## config.mk

```make
export PLATFORM = sky130hd
export DESIGN_NAME = erma_core_ctl
export DESIGN_NICKNAME = d
export VERILOG_FILES = /design/src/rtl/erma_pkg.sv /design/src/rtl/erma_core_ctl.sv
export VERILOG_INCLUDE_DIRS = /design/src /design/src/rtl
export SDC_FILE = /design/constraint.sdc
export NUM_CORES = 1
export LEC_CHECK = 0
export BUFFER_PORTS_ARGS = -buffer_cell sky130_fd_sc_hd__buf_2
export CAP_MARGIN = 40
export CORE_MARGIN = 3
export CORE_UTILIZATION = 35
export DETAILED_ROUTE_END_ITERATION = 12
export PLACE_DENSITY = 0.65
export SYNTH_ARGS = -nofsm -noshare
export SYNTH_HDL_FRONTEND = slang
export SYNTH_SLANG_ARGS = --single-unit
```

## constraint.sdc

```tcl
create_clock -name mclk_in -period 35 [get_ports mclk_in]
set_input_delay 5.25 -clock mclk_in [delete_from_list [all_inputs] [get_ports mclk_in]]
set_output_delay 5.25 -clock mclk_in [all_outputs]
set_load 0.005 [all_outputs]
```

## src/rtl/erma_defines.svh

```systemverilog
// Purpose: Constants of the exception return and memory access unit.
// Assumes: Included by its bare name wherever the constants are needed.
// Notes:   Configuration options are fixed here, not in module ports.
`ifndef ERMA_DEFINES_SVH
`define ERMA_DEFINES_SVH
// Register sets and the set index width.
`define ERMA_NSETS      4
`define ERMA_SET_W      2
// Address and data widths.
`define ERMA_ADDR_W     32
`define ERMA_DATA_W     32
// Address bit that selects uncached access without an MMU.
`define ERMA_BYPASS_BIT 31
// Page offset width (4 KB page) and cache line index field.
`define ERMA_PAGE_W     12
`define ERMA_IDX_LSB    4
`define ERMA_IDX_MSB    15
// Build options: MMU present, bit-31 bypass fitted, cache fitted.
`define ERMA_HAS_MMU    1'h0
`define ERMA_HAS_B31    1'h1
`define ERMA_HAS_CACHE  1'h0
// Reset values.
`define ERMA_STATUS_RST 32'h00000000
`define ERMA_PC_RST     32'h00000000
`endif

```

## src/rtl/erma_pkg.sv

```systemverilog
// Purpose: Types shared by the exception return and memory access unit.
// Assumes: Widths match erma_defines.svh.
// Notes:   Status layout packs into one 32-bit word.
package erma_pkg;
  // Access size of a load or store.
  typedef enum logic [1:0] {
    ERMA_BYTE,
    ERMA_HALF,
    ERMA_WORD
  } erma_size_t;
  // Processor state word.
  typedef struct packed {
    logic [7:0] rsv;
    logic       rsie;
    logic       nmi;
    logic [5:0] prs;
    logic [5:0] active_reg_set_field;
    logic [5:0] il;
    logic       ih;
    logic       eh;
    logic       u;
    logic       pie;
  } erma_status_t;
  // Load or store request from the pipeline.
  typedef struct packed {
    logic [31:0] addr;
    logic [31:0] wdata;
    erma_size_t  size;
    logic        wr;
    logic        io;
    logic        sext;
  } erma_mreq_t;
  // Data bus request towards memory and peripherals.
  typedef struct packed {
    logic [31:0] addr;
    logic [31:0] wdata;
    logic [3:0]  be;
    logic        rd;
    logic        wr;
    logic        uncached;
  } erma_bus_t;
  // Cache lookup attributes of an access.
  typedef struct packed {
    logic [11:0] index;
    logic [19:0] tag;
  } erma_cache_t;
endpackage

```

## src/rtl/erma_core_ctl.sv

```systemverilog
// Purpose: Exception return, state restore and data memory access logic.
// Assumes: All inputs come from core logic on mclk_in; one access at a time.
// Notes:   Exception entry wins over a return presented in the same cycle.
`include "erma_defines.svh"

// Summary of operation
// - Return with current set zero restores state from the exception copy.
// - Return with nonzero current set restores state from the shadow copy.
// - Return jumps to return address of the set active before restore.
// - Return may clear the nonmaskable mode bit but never sets it.
// - Return switches back to the previously active register set.
// - Taking an exception stores the next instruction address as return address.
// - Addresses are 32-bit byte addresses in one shared 4 GB space.
// - Unmapped addresses give undefined results and are not detected.
// - Data bus is 32 bits with byte, half-word and word accesses.
// - Multi-byte data is little-endian, high bytes at high addresses.
// - With an MMU the full 32-bit physical address is passed on.
// - Without MMU, address bit 31 may select uncached access, 2 GB space.
// - With an MMU it decides cacheability and bit 31 is ordinary.
// - Uncached word accesses bypass cache and write buffer to the bus.
// - Without a cache, cache management operations do nothing.
// - Cache index uses virtual address, tag uses physical address.
// - Cache tag carries the whole physical frame number.
// - Registers and memory exchange data only by loads and stores.
// - Uncached accesses reach the bus in order and are never dropped.
module erma_core_ctl
  import erma_pkg::*;
(
  // Clock and reset.
  input  wire logic         mclk_in,
  input  wire logic         rst_in,
  // Exception entry.
  input  wire logic         exc_take_in,
  input  wire logic         exc_nmi_in,
  input  wire logic [5:0]   exc_set_in,
  input  wire logic [31:0]  exc_next_pc_in,
  // Exception return and software return address write.
  input  wire logic         eret_in,
  input  wire logic         ea_wr_in,
  input  wire logic [31:0]  ea_wdata_in,
  // Load and store requests.
  input  wire logic         mreq_valid_in,
  input  wire erma_mreq_t   mreq_in,
  input  wire logic [31:0]  mmu_paddr_in,
  input  wire logic         mmu_uncached_in,
  input  wire logic         cache_op_in,
  // Data bus answer.
  input  wire logic         bus_ack_in,
  input  wire logic [31:0]  bus_rdata_in,
  // Processor state and program counter.
  output logic              pc_load_out,
  output logic [31:0]       pc_out,
  output erma_status_t      status_out,
  // Data bus request.
  output erma_bus_t         bus_out,
  output erma_cache_t       cache_out,
  output logic              cache_op_out,
  // Access completion.
  output logic              mreq_ready_out,
  output logic              ld_valid_out,
  output logic [31:0]       ld_data_out
);

  //////////////////////////////////////////////////////////////////////////////
  // State registers.
  erma_status_t status_q, status_d;
  erma_status_t estatus_q;
  erma_status_t sstatus_q;
  logic [31:0]  ea_q [`ERMA_NSETS];
  logic         pc_load_q;
  logic [31:0]  pc_q;

  // Current set index into the return address array.
  logic [`ERMA_SET_W-1:0] cur_set;
  logic [`ERMA_SET_W-1:0] new_set;
  assign cur_set = status_q.active_reg_set_field[`ERMA_SET_W-1:0];
  assign new_set = exc_set_in[`ERMA_SET_W-1:0];

  //////////////////////////////////////////////////////////////////////////////
  // Exception return decode.
  wire          eret_go = eret_in & ~exc_take_in;
  wire          use_shadow = (status_q.active_reg_set_field != 6'h00);
  erma_status_t restored;
  erma_status_t eret_status;
  // The saved copy is chosen by the set that is active before the return.
  assign restored = use_shadow ? sstatus_q : estatus_q;
  // The mode bit may only fall: a stale saved copy cannot enter that mode.
  always_comb begin
    eret_status     = restored;
    eret_status.nmi = status_q.nmi & restored.nmi;
  end

  // Exception entry state: handler set, previous set kept for the return.
  erma_status_t exc_status;
  always_comb begin
    exc_status     = status_q;
    exc_status.pie = 1'h0;
    exc_status.prs = status_q.active_reg_set_field;
    exc_status.active_reg_set_field = exc_set_in;
    exc_status.nmi = status_q.nmi | exc_nmi_in;
  end

  // Next state word.
  assign status_d = exc_take_in ? exc_status :
                    eret_go     ? eret_status : status_q;

  //////////////////////////////////////////////////////////////////////////////
  // State and program counter update; all three move in one edge.
  always_ff @(posedge mclk_in or posedge rst_in) begin
    if (rst_in) begin
      status_q  <= `ERMA_STATUS_RST;
      pc_load_q <= 1'h0;
      pc_q      <= `ERMA_PC_RST;
    end else begin
      status_q  <= status_d;
      pc_load_q <= eret_go;
      if (eret_go) begin
        pc_q <= ea_q[cur_set];
      end
    end
  end

  // Saved copies; the shadow copy serves handlers running in a shadow set.
  always_ff @(posedge mclk_in or posedge rst_in) begin
    if (rst_in) begin
      estatus_q <= `ERMA_STATUS_RST;
      sstatus_q <= `ERMA_STATUS_RST;
    end else if (exc_take_in) begin
      if (exc_set_in == 6'h00) begin
        estatus_q <= status_q;
      end else begin
        sstatus_q <= status_q;
      end
    end
  end

  // Return address per set; exception entry outranks a software write.
  genvar gi;
  generate
    for (gi = 0; gi < `ERMA_NSETS; gi++) begin : g_ea
      always_ff @(posedge mclk_in or posedge rst_in) begin
        if (rst_in) begin
          ea_q[gi] <= `ERMA_PC_RST;
        end else if (exc_take_in && new_set == `ERMA_SET_W'(gi)) begin
          ea_q[gi] <= exc_next_pc_in;
        end else if (ea_wr_in && !exc_take_in && cur_set == `ERMA_SET_W'(gi)) begin
          ea_q[gi] <= ea_wdata_in;
        end
      end
    end
  endgenerate

  //////////////////////////////////////////////////////////////////////////////
  // Byte lane functions for the 32-bit data bus.
  function automatic logic [3:0] lane_be(input erma_size_t sz, input logic [1:0] off);
    unique case (sz)
      ERMA_BYTE: lane_be = 4'h1 << off;
      ERMA_HALF: lane_be = 4'h3 << {off[1], 1'h0};
      default:   lane_be = 4'hF;
    endcase
  endfunction

  function automatic logic [31:0] lane_wr(input erma_size_t sz, input logic [31:0] d);
    unique case (sz)
      ERMA_BYTE: lane_wr = {4{d[7:0]}};
      ERMA_HALF: lane_wr = {2{d[15:0]}};
      default:   lane_wr = d;
    endcase
  endfunction

  //////////////////////////////////////////////////////////////////////////////
  // Access attributes. Bit 31 bypass halves the space; an MMU overrides it.
  wire        idle = mreq_ready_out;
  wire        take = mreq_valid_in & idle;
  wire [31:0] va = mreq_in.addr;
  wire        b31_unc = `ERMA_HAS_B31 & va[`ERMA_BYPASS_BIT];
  wire        unc = mreq_in.io | (`ERMA_HAS_MMU ? mmu_uncached_in : b31_unc);
  wire [31:0] pa_b31 = {1'h0, va[30:0]};
  wire [31:0] pa = `ERMA_HAS_MMU ? mmu_paddr_in :
                   (`ERMA_HAS_B31 ? pa_b31 : va);
  wire [3:0]  be = lane_be(mreq_in.size, va[1:0]);
  wire [31:0] wd = lane_wr(mreq_in.size, mreq_in.wdata);
  // Index bits above the page offset stay virtual, the tag is physical.
  erma_cache_t cache_d;
  assign cache_d.index = va[`ERMA_IDX_MSB:`ERMA_IDX_LSB];
  assign cache_d.tag   = pa[31:`ERMA_PAGE_W];
  // With no cache fitted, maintenance operations are dropped here.
  wire cop = cache_op_in & `ERMA_HAS_CACHE;

  //////////////////////////////////////////////////////////////////////////////
  // Bus issue. One access outstanding, no buffer, so order is kept and no
  // access is merged or skipped; the cost is a stall per access.
  // Unmapped addresses are issued like any other and never flagged.
  erma_size_t pend_size_q;
  logic [1:0] pend_off_q;
  logic       pend_sext_q;
  logic       pend_rd_q;

  always_ff @(posedge mclk_in or posedge rst_in) begin
    if (rst_in) begin
      bus_out        <= '0;
      cache_out      <= '0;
      mreq_ready_out <= 1'h1;
    end else if (take) begin
      bus_out.addr     <= pa;
      bus_out.wdata    <= wd;
      bus_out.be       <= be;
      bus_out.rd       <= ~mreq_in.wr;
      bus_out.wr       <= mreq_in.wr;
      bus_out.uncached <= unc;
      cache_out        <= cache_d;
      mreq_ready_out   <= 1'h0;
    end else if (bus_ack_in && !idle) begin
      bus_out.rd     <= 1'h0;
      bus_out.wr     <= 1'h0;
      mreq_ready_out <= 1'h1;
    end
  end

  // Context of the outstanding load for lane extraction.
  always_ff @(posedge mclk_in or posedge rst_in) begin
    if (rst_in) begin
      pend_size_q <= ERMA_WORD;
      pend_off_q  <= 2'h0;
      pend_sext_q <= 1'h0;
      pend_rd_q   <= 1'h0;
    end else if (take) begin
      pend_size_q <= mreq_in.size;
      pend_off_q  <= va[1:0];
      pend_sext_q <= mreq_in.sext;
      pend_rd_q   <= ~mreq_in.wr;
    end
  end

  //////////////////////////////////////////////////////////////////////////////
  // Load data: shift the addressed lane down, then sign or zero extend.
  wire [31:0] rsh = bus_rdata_in >> {pend_off_q, 3'h0};
  logic [31:0] ld_d;
  always_comb begin
    unique case (pend_size_q)
      ERMA_BYTE: ld_d = {{24{pend_sext_q & rsh[7]}}, rsh[7:0]};
      ERMA_HALF: ld_d = {{16{pend_sext_q & rsh[15]}}, rsh[15:0]};
      default:   ld_d = rsh;
    endcase
  end

  // Load completion and cache operation strobe.
  always_ff @(posedge mclk_in or posedge rst_in) begin
    if (rst_in) begin
      ld_valid_out <= 1'h0;
      ld_data_out  <= 32'h00000000;
      cache_op_out <= 1'h0;
    end else begin
      ld_valid_out <= bus_ack_in & ~idle & pend_rd_q;
      cache_op_out <= cop;
      if (bus_ack_in && !idle && pend_rd_q) begin
        ld_data_out <= ld_d;
      end
    end
  end

  // Registered outputs.
  assign pc_load_out = pc_load_q;
  assign pc_out      = pc_q;
  assign status_out  = status_q;
endmodule

```

==> results.py, run 1 <==
metrics = {
    "floorplanning": {
        "initial_core_util_pct": 35.7,
        "chipWidth_um": 227,
        "die_height_um": 227,
        "num_rows": 80,
        "die-area_um2": 51700,
        "coreArea_um2": 48000,
        "io_pins": 416,
    },
    "drt": {
        "detail_route.first_pass.iterations": 5,
        "drc": 0,
        "vias": 12600,
        "finalWirelength_um": 48200,
        "ant_nets": 0,
        "drt_iter0_markers": 810,
        "post_drt_via_cell_ratio": 5.08,
        "wl_per_cell_um": 19.4,
    },
    "place": {
        "hpwl_um": 32100,
        "port_buffers": 378,
        "gp_congestion": 0.920,
        "dp_cells": 2411,
        "dpl_cell_area_um2": 19400,
    },
    "synth": {
        "synth_edf_count": 0,
        "synthArstFlopShare_pct": 100,
        "yosysMostFrequentCell": "dfrtp_1",
        "ys_ff_latch": 365,
        "ys_types": 49,
        "synth-main-ff-cell": "dfrtp_1",
        "synth.top_cell.area_share_pct": 53.0,
        "synth_top_area_cell": "dfrtp_1",
        "synth_common_cells": "dfrtp_1 (363), nand2_1 (220), mux2i_1 (200), nor2_1 (123), a21oi_1 (118)",
        "synth_area_per_cell_um2": 11.2,
        "synth_area_um2": 17100,
        "ys_seq_area_share_pct": 53.3,
        "synthCells": 1525,
        "ys_warn_count": 0,
        "ys_top_cells_by_area": "dfrtp_1 (53%), mux2i_1 (12%), mux2_2 (7.5%)",
    },
    "power_and_ir_drop": {
        "power_density_nw_per_um2": 62.6,
        "power.switching_mw": 0.379,
        "seq_power_share_pct": 43.9,
        "combPwrFrac_pct": 21.9,
        "ir_drop_v": 0.0000318,
        "p_int_mw": 0.925,
        "p_leak_nw": 9.99,
        "power_frac_clock_pct": 34.2,
        "switching_share_pct": 29.1,
    },
    "sta": {
        "rsz0062_at_grt": "false",
        "finalCritPeriodShare_pct": 21.0,
        "period_minus_slack_ns": 7.36,
        "finalSetupViolCount": 0,
        "slew_viol_final": 0,
        "finalHoldViolations": 0,
        "timing.fmax_mhz": 136,
        "fin_skew_ns": 0.0284,
        "slew_headroom_pct": 44.3,
        "tns_ns": 0,
        "tightest_slew_ns": 0.834,
    },
    "critical_path": {
        "worst_setup_path_end_kind": "flop",
        "crit_path_start_kind": "primary input",
        "crit_path_max_fanout": 59,
        "r2r-start": "status_out[11]$_DFFE_PP0P_",
        "required_ns": 35.44,
        "crit_arrival_ns": 7.81,
        "crit_start": "exc_take_in",
        "worstSetupPathType": "primary input to flop",
    },
    "global_routing": {
        "antenna_found_initial": 6,
        "grt_max_degree": 101,
        "grt_pass1_vias": 12800,
        "grt_overflow": 0,
        "grt_pass1_wl_um": 74100,
        "groute.usage.overall_pct": 18.3,
    },
    "clocking": {
        "htreeDepth": 2,
        "clkLatencyLatePin_ns": 0.57,
        "clk_pin_slew_ns": 0.06,
        "tritoncts": "built",
        "clock_sinks": 365,
        "cts_setup_buffers": 0,
        "cts_inserted_buffers": 42,
        "ctsHoldBuffers": 0,
        "cts_max_path_buffers": 3,
        "cts-resized-gates": 0,
        "root_buffer": "clkbuf_16",
    },
    "run": {
        "drv_cap": 0,
    },
    "worst_hold_path": {
        "hold_start": "pc_out[3]$_DFFE_PP0P_",
        "min_path_type": "flop to flop",
    },
    "layout": {
        "syn_to_final_growth_pct": 21.4,
        "final_nets": 2053,
        "final_cells": 2490,
        "design_area_um2": 20800,
        "drive_gt1_share_pct": 34.9,
    },
    "status": {
        "status": "finished clean",
    },
}
-- stage by stage --
step | setup WS, ns | total power, mW | util (%) | hold WS (ns)
2_1_floorplan | 19.62 | 0.747 | - | 0.450
5_1_grt | 27.40 | 1.38 | 43.3 | 0.494
3_5_place_dp | 27.01 | 0.867 | 40.4 | 0.457
6_report | 27.64 | 1.30 | 43.3 | 0.469
3_3_place_gp | 27.01 | 0.852 | 40.0 | 0.457
4_1_cts | 27.62 | 1.32 | 43.3 | 0.472
-- worst paths after layout --
path,to,slack (ns),cells after the start
hold / removal,pc_out[3]$_DFFE_PP0P_,0.47,2
setup reg to reg,ea_q[50]$_DFFE_PP0P_,32.21,5
setup / recovery,pc_out[7]$_DFFE_PP0P_,27.64,7
max in group asynchronous,ea_q[123]$_DFFE_PP0P_,28.82,3
min in group asynchronous,ea_q[56]$_DFFE_PP0P_,4.81,2
hold reg to reg,pc_out[3]$_DFFE_PP0P_,0.47,2
-- cell families after synthesis --
| logic type | synth area share [%] |
|---|---|
| compound gates | 8.71 |
| buf+inv | 4.87 |
| flops | 53.3 |
| mux | 23.7 |
| other cells | 0.0219 |
| simple gates | 9.45 |
-- layer usage --
layer  vias up  global-route usage, %  part of all wire [%]
met5         -                      0                 0.015
met4         2                   5.63                   2.4
met3        76                   4.26                   6.1
met2       340                   29.6                    49
met1      6325                   24.6                    43
li1       5903                      -                     -
-- power groups by stage --
| stage | clock [mW] | combinational (mW) | sequential, mW |
|---|---|---|---|
| after global routing | 0.478 | 0.318 | 0.585 |
| after detailed placement | 0 | 0.289 | 0.578 |
| after floorplan | 0 | 0.175 | 0.572 |
| after CTS | 0.460 | 0.290 | 0.572 |
| final | 0.446 | 0.285 | 0.572 |
| after global placement | 0 | 0.279 | 0.573 |
-- registers in the layout, summed over array words and instances, names as in the netlist --
register / cells
pc_load_out: 1
estatus_q: 32
status_out: 32
ld_data_out: 32
mreq_ready_out: 1
ea_q: 128
bus_out: 42
pend_off_q: 1
sstatus_q: 32
pc_out: 32
cache_out: 27
pend_sext_q: 1
pend_rd_q: 1
ld_valid_out: 1
pend_size_q: 2
-- cells in the final DEF (no fill, tap or decap), drive strengths merged, types with 4 or more instances in the layout --
cell / n
buf: 408
dfrtp: 363
nand2: 221
mux2i: 202
o21ai: 140
a21oi: 129
nor2: 124
mux2: 115
clkbuf: 57
mux4: 32
clkinv: 11
and2: 7
nor3b: 7
diode: 6
a22oi: 6
inv: 5
nand3b: 4
bufinv: 4
-- critical path: stages --
cell	delay, ns
buf_2	0.55
nand2b_4	0.47
buf_4	0.65
clkinv_1	0.21
buf_4	0.35
nand2_1	0.17
nand2_1	0.07
-- final cells by class --
| class | count | area, um^2 |
|---|---|---|
| Fill cell | 4521 | 27200 |
| Sequential cell | 365 | 9140 |
| Multi-Input combinational cell | 1016 | 7230 |
| Timing Repair Buffer | 408 | 2230 |
| Clock buffer | 57 | 1190 |
| Tap cell | 615 | 769 |
| Clock inverter | 16 | 210 |
| Inverter | 7 | 33.8 |
| Antenna cell | 6 | 15.0 |
No activity file was read; power rests on OpenSTA's default activity.
==> run 2: changes to the inputs <==
Clock period 35 ns to 7.35 ns, I/O delays scaled along.
==> results.py, run 2 (synthesis gave the netlist of run 1 again) <==
metrics = {
    "sta": {
        "fin_skew_ns": 0.00968,
        "period_minus_slack_ns": 3.04,
        "rsz0062_at_grt": "false",
        "slew_viol_final": 0,
        "timing.fmax_mhz": 329,
        "finalSetupViolCount": 0,
        "finalHoldViolations": 0,
        "finalCritPeriodShare_pct": 41.3,
        "slew_headroom_pct": 29.5,
        "tightest_slew_ns": 1.06,
        "tns_ns": 0,
    },
    "clocking": {
        "clkLatencyLatePin_ns": 0.56,
        "cts_setup_buffers": 0,
        "clk_pin_slew_ns": 0.06,
        "cts_max_path_buffers": 3,
        "htreeDepth": 2,
        "tritoncts": "built",
        "cts-resized-gates": 0,
        "ctsHoldBuffers": 0,
        "root_buffer": "clkbuf_16",
        "clock_sinks": 365,
        "cts_inserted_buffers": 43,
    },
    "status": {
        "status": "finished clean",
    },
    "layout": {
        "syn_to_final_growth_pct": 20.6,
        "drive_gt1_share_pct": 34.6,
        "largest_register": "ea_q",
        "n_fill_cell": 4537,
        "final_nets": 2046,
        "mostFrequentLayoutCells": "buf_2 (378), dfrtp_1 (361), nand2_1 (219), mux2i_1 (200), nor2_1 (123)",
        "largest_register_ffs": 128,
        "top_regs": "ea_q (128), bus_out (42)",
        "mostFrequentLayoutCell": "buf_2",
    },
    "global_routing": {
        "grt_overflow": 0,
        "groute.usage.overall_pct": 17.8,
        "grt_max_degree": 179,
        "antenna_found_initial": 5,
        "grt_pass1_wl_um": 72200,
        "grt_pass1_vias": 12600,
    },
    "worst_hold_path": {
        "hold_depth": 2,
        "min_path_type": "flop to flop",
    },
    "run": {
        "drv_cap": 0,
    },
    "critical_path": {
        "crit_path_max_fanout": 31,
        "crit_arrival_ns": 1.93,
        "worstSetupPathType": "flop to primary output",
        "worst_setup_path_end_kind": "primary output",
        "path_buf_inv": 2,
        "cpLargestDelayFamily": "buffers and inverters",
        "required_ns": 6.25,
        "path_cells": "buf_4, buf_2",
        "crit_cells": 2,
        "rr_worst_depth": 5,
        "critPathSlowestCell": "dfrtp_2",
        "crit_path_start_kind": "flop",
        "cp_slowest_stage_delay_ns": 0.57,
    },
    "drt": {
        "ant_nets": 0,
        "drt_iter0_markers": 817,
        "vias": 12600,
        "drc": 0,
        "finalWirelength_um": 47500,
        "detail_route.first_pass.iterations": 6,
        "wl_per_cell_um": 19.2,
        "post_drt_via_cell_ratio": 5.10,
    },
    "floorplanning": {
        "io_pins": 416,
        "die_height_um": 227,
        "initial_core_util_pct": 35.7,
        "chipWidth_um": 227,
        "num_rows": 80,
        "die-area_um2": 51700,
        "coreArea_um2": 48000,
    },
    "power_and_ir_drop": {
        "p_leak_nw": 9.93,
        "total_power_mw": 6.17,
        "power_density_nw_per_um2": 298,
        "ir_drop_v": 0.000148,
    },
    "place": {
        "port_buffers": 378,
        "hpwl_um": 30900,
        "gp_congestion": 0.896,
    },
}
==> run 2: path summary, 6_finish.rpt <==
check,startpoint,to,slack (ns)
setup / recovery,status_out[11]$_DFFE_PP0P_,status_out[11],4.31
hold / removal,pc_out[20]$_DFFE_PP0P_,pc_out[20]$_DFFE_PP0P_,0.47
setup reg to reg,status_out[10]$_DFFE_PP0P_,ea_q[72]$_DFFE_PP0P_,4.48
hold reg to reg,pc_out[20]$_DFFE_PP0P_,pc_out[20]$_DFFE_PP0P_,0.47
max in group asynchronous,rst_in,bus_out[7]$_DFFE_PP0P_,5.36
min in group asynchronous,rst_in,pc_out[21]$_DFFE_PP0P_,0.60
==> run 2: layout make-up <==
type                            count  area (um^2)  area share (%)
Clock inverter                     12          148           0.714
Clock buffer                       61         1230            5.97
Inverter                            7         30.0           0.145
Sequential cell                   365         9140            44.2
Tap cell                          615          769            3.72
Timing Repair Buffer              400         2120            10.3
Antenna cell                        1         2.50          0.0121
Multi-Input combinational cell   1016         7230            35.0
==> run 2: metal layers <==
metal | up-vias | track usage [%] | wire length [um]
met5 | - | 0 | 44
met4 | 8 | 5.00 | 1010
met3 | 81 | 4.17 | 2890
met2 | 364 | 28.2 | 22800
met1 | 6284 | 24.6 | 20800
li1 | 5889 | - | -
==> run 2: power by group <==
part	total, mW	internal [mW]	leakage [nW]	switching, mW
clock	2.10	1.24	0.686	0.855
combinational	1.34	0.663	4.77	0.676
sequential	2.73	2.46	4.47	0.277
==> run 2: through the flow <==
stage | hold slack [ns] | util (%) | cell area [um^2] | instances | setup WS (ns)
after global routing | 0.494 | 43.0 | 20700 | 2477 | 4.20
after floorplan | 0.450 | - | 17200 | 1527 | 1.35
after CTS | 0.471 | 43.0 | 20700 | 2476 | 4.23
final | 0.465 | 43.0 | 20700 | 2477 | 4.31
after detailed placement | 0.458 | 40.2 | 19300 | 2403 | 3.92
after global placement | 0.454 | 40.0 | 19200 | 2401 | 3.69
==> run 2: worst register-to-register path, stage by stage, from the launching register on <==
cell and delay (ns):
dfrtp_2 0.80, buf_4 0.61, nor4bb_4 0.29, buf_4 0.60
mux2i_1 0.32, a21oi_1 0.10
==> run 3: changes to the inputs <==
Settings changed: PLACE_DENSITY 0.65 to 0.67.
Clock period 7.35 ns to 2.44 ns, I/O delays scaled along.
==> results.py, run 3 (synthesis gave the netlist of run 1 again) <==
metrics = {
    "power_and_ir_drop": {
        "power.switching_mw": 5.47,
        "combPwrFrac_pct": 22.5,
        "ir_drop_v": 0.000470,
        "switching_share_pct": 29.7,
        "seq_power_share_pct": 44.9,
        "p_int_mw": 12.9,
        "power_frac_clock_pct": 32.7,
        "p_leak_nw": 10.0,
        "power_density_nw_per_um2": 879,
    },
    "layout": {
        "mostFrequentLayoutCells": "buf_2 (378), dfrtp_1 (361), nand2_1 (219), mux2i_1 (200), nor2_1 (123)",
        "largest_register": "ea_q",
        "n_fill_cell": 4582,
        "syn_to_final_growth_pct": 22.2,
        "final_nets": 2070,
        "largest_register_ffs": 128,
        "drive_gt1_share_pct": 34.9,
        "multi_input_area_um2": 7230,
        "mostFrequentLayoutCell": "buf_2",
        "seq_area_um2": 9140,
        "top_regs": "ea_q (128), bus_out (42)",
    },
    "clocking": {
        "clkLatencyLatePin_ns": 0.56,
        "cts_max_path_buffers": 3,
        "cts_inserted_buffers": 42,
        "tritoncts": "built",
        "htreeDepth": 2,
        "root_buffer": "clkbuf_16",
        "clk_pin_slew_ns": 0.06,
        "clock_sinks": 365,
        "cts_setup_buffers": 0,
    },
    "drt": {
        "vias": 12800,
        "ant_nets": 0,
        "drc": 0,
        "post_drt_via_cell_ratio": 5.08,
        "wl_per_cell_um": 19.6,
        "drt_iter0_markers": 901,
        "finalWirelength_um": 49200,
        "detail_route.first_pass.iterations": 5,
    },
    "run": {
        "drv_cap": 0,
    },
    "critical_path": {
        "rr_worst_depth": 5,
        "path_buf_inv": 2,
        "ff2ff_setup_slack_ns": 0.51,
        "crit_path_max_fanout": 23,
        "crit_start": "status_out[11]$_DFFE_PP0P_",
        "r2r-start": "status_out[11]$_DFFE_PP0P_",
        "path_cells": "buf_4, buf_2",
        "setup.worst_path.end": "status_out[11]",
        "crit_arrival_ns": 1.70,
        "worstReg2RegEnd": "ea_q[51]$_DFFE_PP0P_",
        "crit_path_start_kind": "flop",
        "crit_cells": 2,
        "critPathSlowestCell": "dfrtp_2",
        "worstSetupPathType": "flop to primary output",
        "cpLargestDelayFamily": "buffers and inverters",
        "worst_setup_path_end_kind": "primary output",
        "required_ns": 2.07,
        "cp_slowest_stage_delay_ns": 0.50,
    },
    "sta": {
        "finalCritPeriodShare_pct": 84.8,
        "timing.fmax_mhz": 483,
        "finalHoldViolations": 0,
        "slew_viol_final": 0,
        "setup_ws_ns": 0.371,
        "rsz0062_at_grt": "false",
        "slew_headroom_pct": 57.7,
        "finalSetupViolCount": 0,
        "tightest_slew_ns": 0.634,
        "whs_ns": 0.0443,
        "period_minus_slack_ns": 2.07,
        "fin_skew_ns": 0.0161,
    },
    "floorplanning": {
        "chipWidth_um": 227,
        "die-area_um2": 51700,
        "coreArea_um2": 48000,
        "die_height_um": 227,
        "num_rows": 80,
        "initial_core_util_pct": 35.7,
        "io_pins": 416,
    },
    "worst_hold_path": {
        "min_path_type": "primary input to flop",
    },
    "global_routing": {
        "antenna_found_initial": 11,
        "grt_max_degree": 100,
        "grt_pass1_wl_um": 73800,
        "grt_pass1_vias": 12500,
        "grt_overflow": 0,
        "groute.usage.overall_pct": 18.4,
    },
    "status": {
        "status": "finished clean",
    },
    "place": {
        "hpwl_um": 33300,
        "gp_congestion": 0.923,
        "port_buffers": 378,
        "dpl_worst_slack_ns": 0.481,
    },
}
[run 3: cell count changes in the layout (fill, tap and decap cells not counted), sizes merged]
cell	before	now
bufinv	2	1
dlygate4sd3	0	6
buf	400	419
inv	8	7
clkbuf	61	63
clkinv	8	9
clkinvlp	1	2
diode	1	8
[run 3: final cells by class]
cell class / instances / share of cell area [%]
antenna: 8 / 0.0955
clock buffer: 63 / 5.68
clock inverter: 12 / 0.526
inverter: 7 / 0.143
multi-input combinational: 1016 / 34.5
sequential: 365 / 43.6
tap: 615 / 3.67
timing repair buffer: 425 / 11.7
[run 3: timing repair]
action | in CTS | in global routing
resized for setup | 0 | 0
hold buffers | 6 | 0
hold endpoints to repair | 7 | 0
[run 3: metal layers]
| metal | GRT usage [%] | up-vias | part of all wire, % | wire length [um] |
|---|---|---|---|---|
| met4 | 7.31 | 4 | 3.4 | 1680 |
| met2 | 28.9 | 350 | 48 | 23500 |
| li1 | - | 5940 | - | - |
| met5 | 0 | - | 0.043 | 21 |
| met1 | 25.0 | 6367 | 43 | 21200 |
| met3 | 3.98 | 98 | 5.7 | 2830 |
[run 3: power groups by stage]
stage	clock network, mW	logic (mW)	registers, mW
6_report	6.02	4.14	8.26
5_1_grt	6.47	4.59	8.43
4_1_cts	6.24	4.20	8.26
3_5_place_dp	0	4.19	8.35
3_3_place_gp	0	4.09	8.26
2_1_floorplan	0	2.51	8.20
[run 3: worst min-delay path by stage]
stage | endpoint | cells after the start | slack [ns] | start
2_1_floorplan | mreq_ready_out$_DFFE_PP1P_ | 1 | 0.42 | mreq_valid_in
3_3_place_gp | pc_out[25]$_DFFE_PP0P_ | 2 | 0.35 | rst_in
3_5_place_dp | pc_out[25]$_DFFE_PP0P_ | 2 | 0.35 | rst_in
4_1_cts | cache_out[15]$_DFFE_PP0P_ | 2 | 0.0003 | mreq_in[64]
5_1_grt | cache_out[23]$_DFFE_PP0P_ | 2 | 0.02 | mreq_in[44]
6_report | cache_out[23]$_DFFE_PP0P_ | 2 | 0.04 | mreq_in[44]
[run 3: stage by stage]
step	utilization (%)	TNS, ns	power (mW)	cells	area, um^2
6_report	43.6	0	18.4	2511	21000
5_1_grt	43.6	0	19.5	2510	21000
4_1_cts	43.6	0	18.7	2503	20900
3_5_place_dp	40.7	0	12.5	2422	19600
3_3_place_gp	40.7	0	12.4	2422	19600
2_1_floorplan	-	-1026.84	10.7	1527	17200
[run 3: worst register-to-register path, delay by kind of cell (launching register included)]
kind / cells / cell delay (ns)
buffers and inverters: 2 / 0.64
DFF: 1 / 0.50
and+or+nand+nor: 1 / 0.30
muxes: 1 / 0.29
AOI/OAI and AO/OA: 1 / 0.10
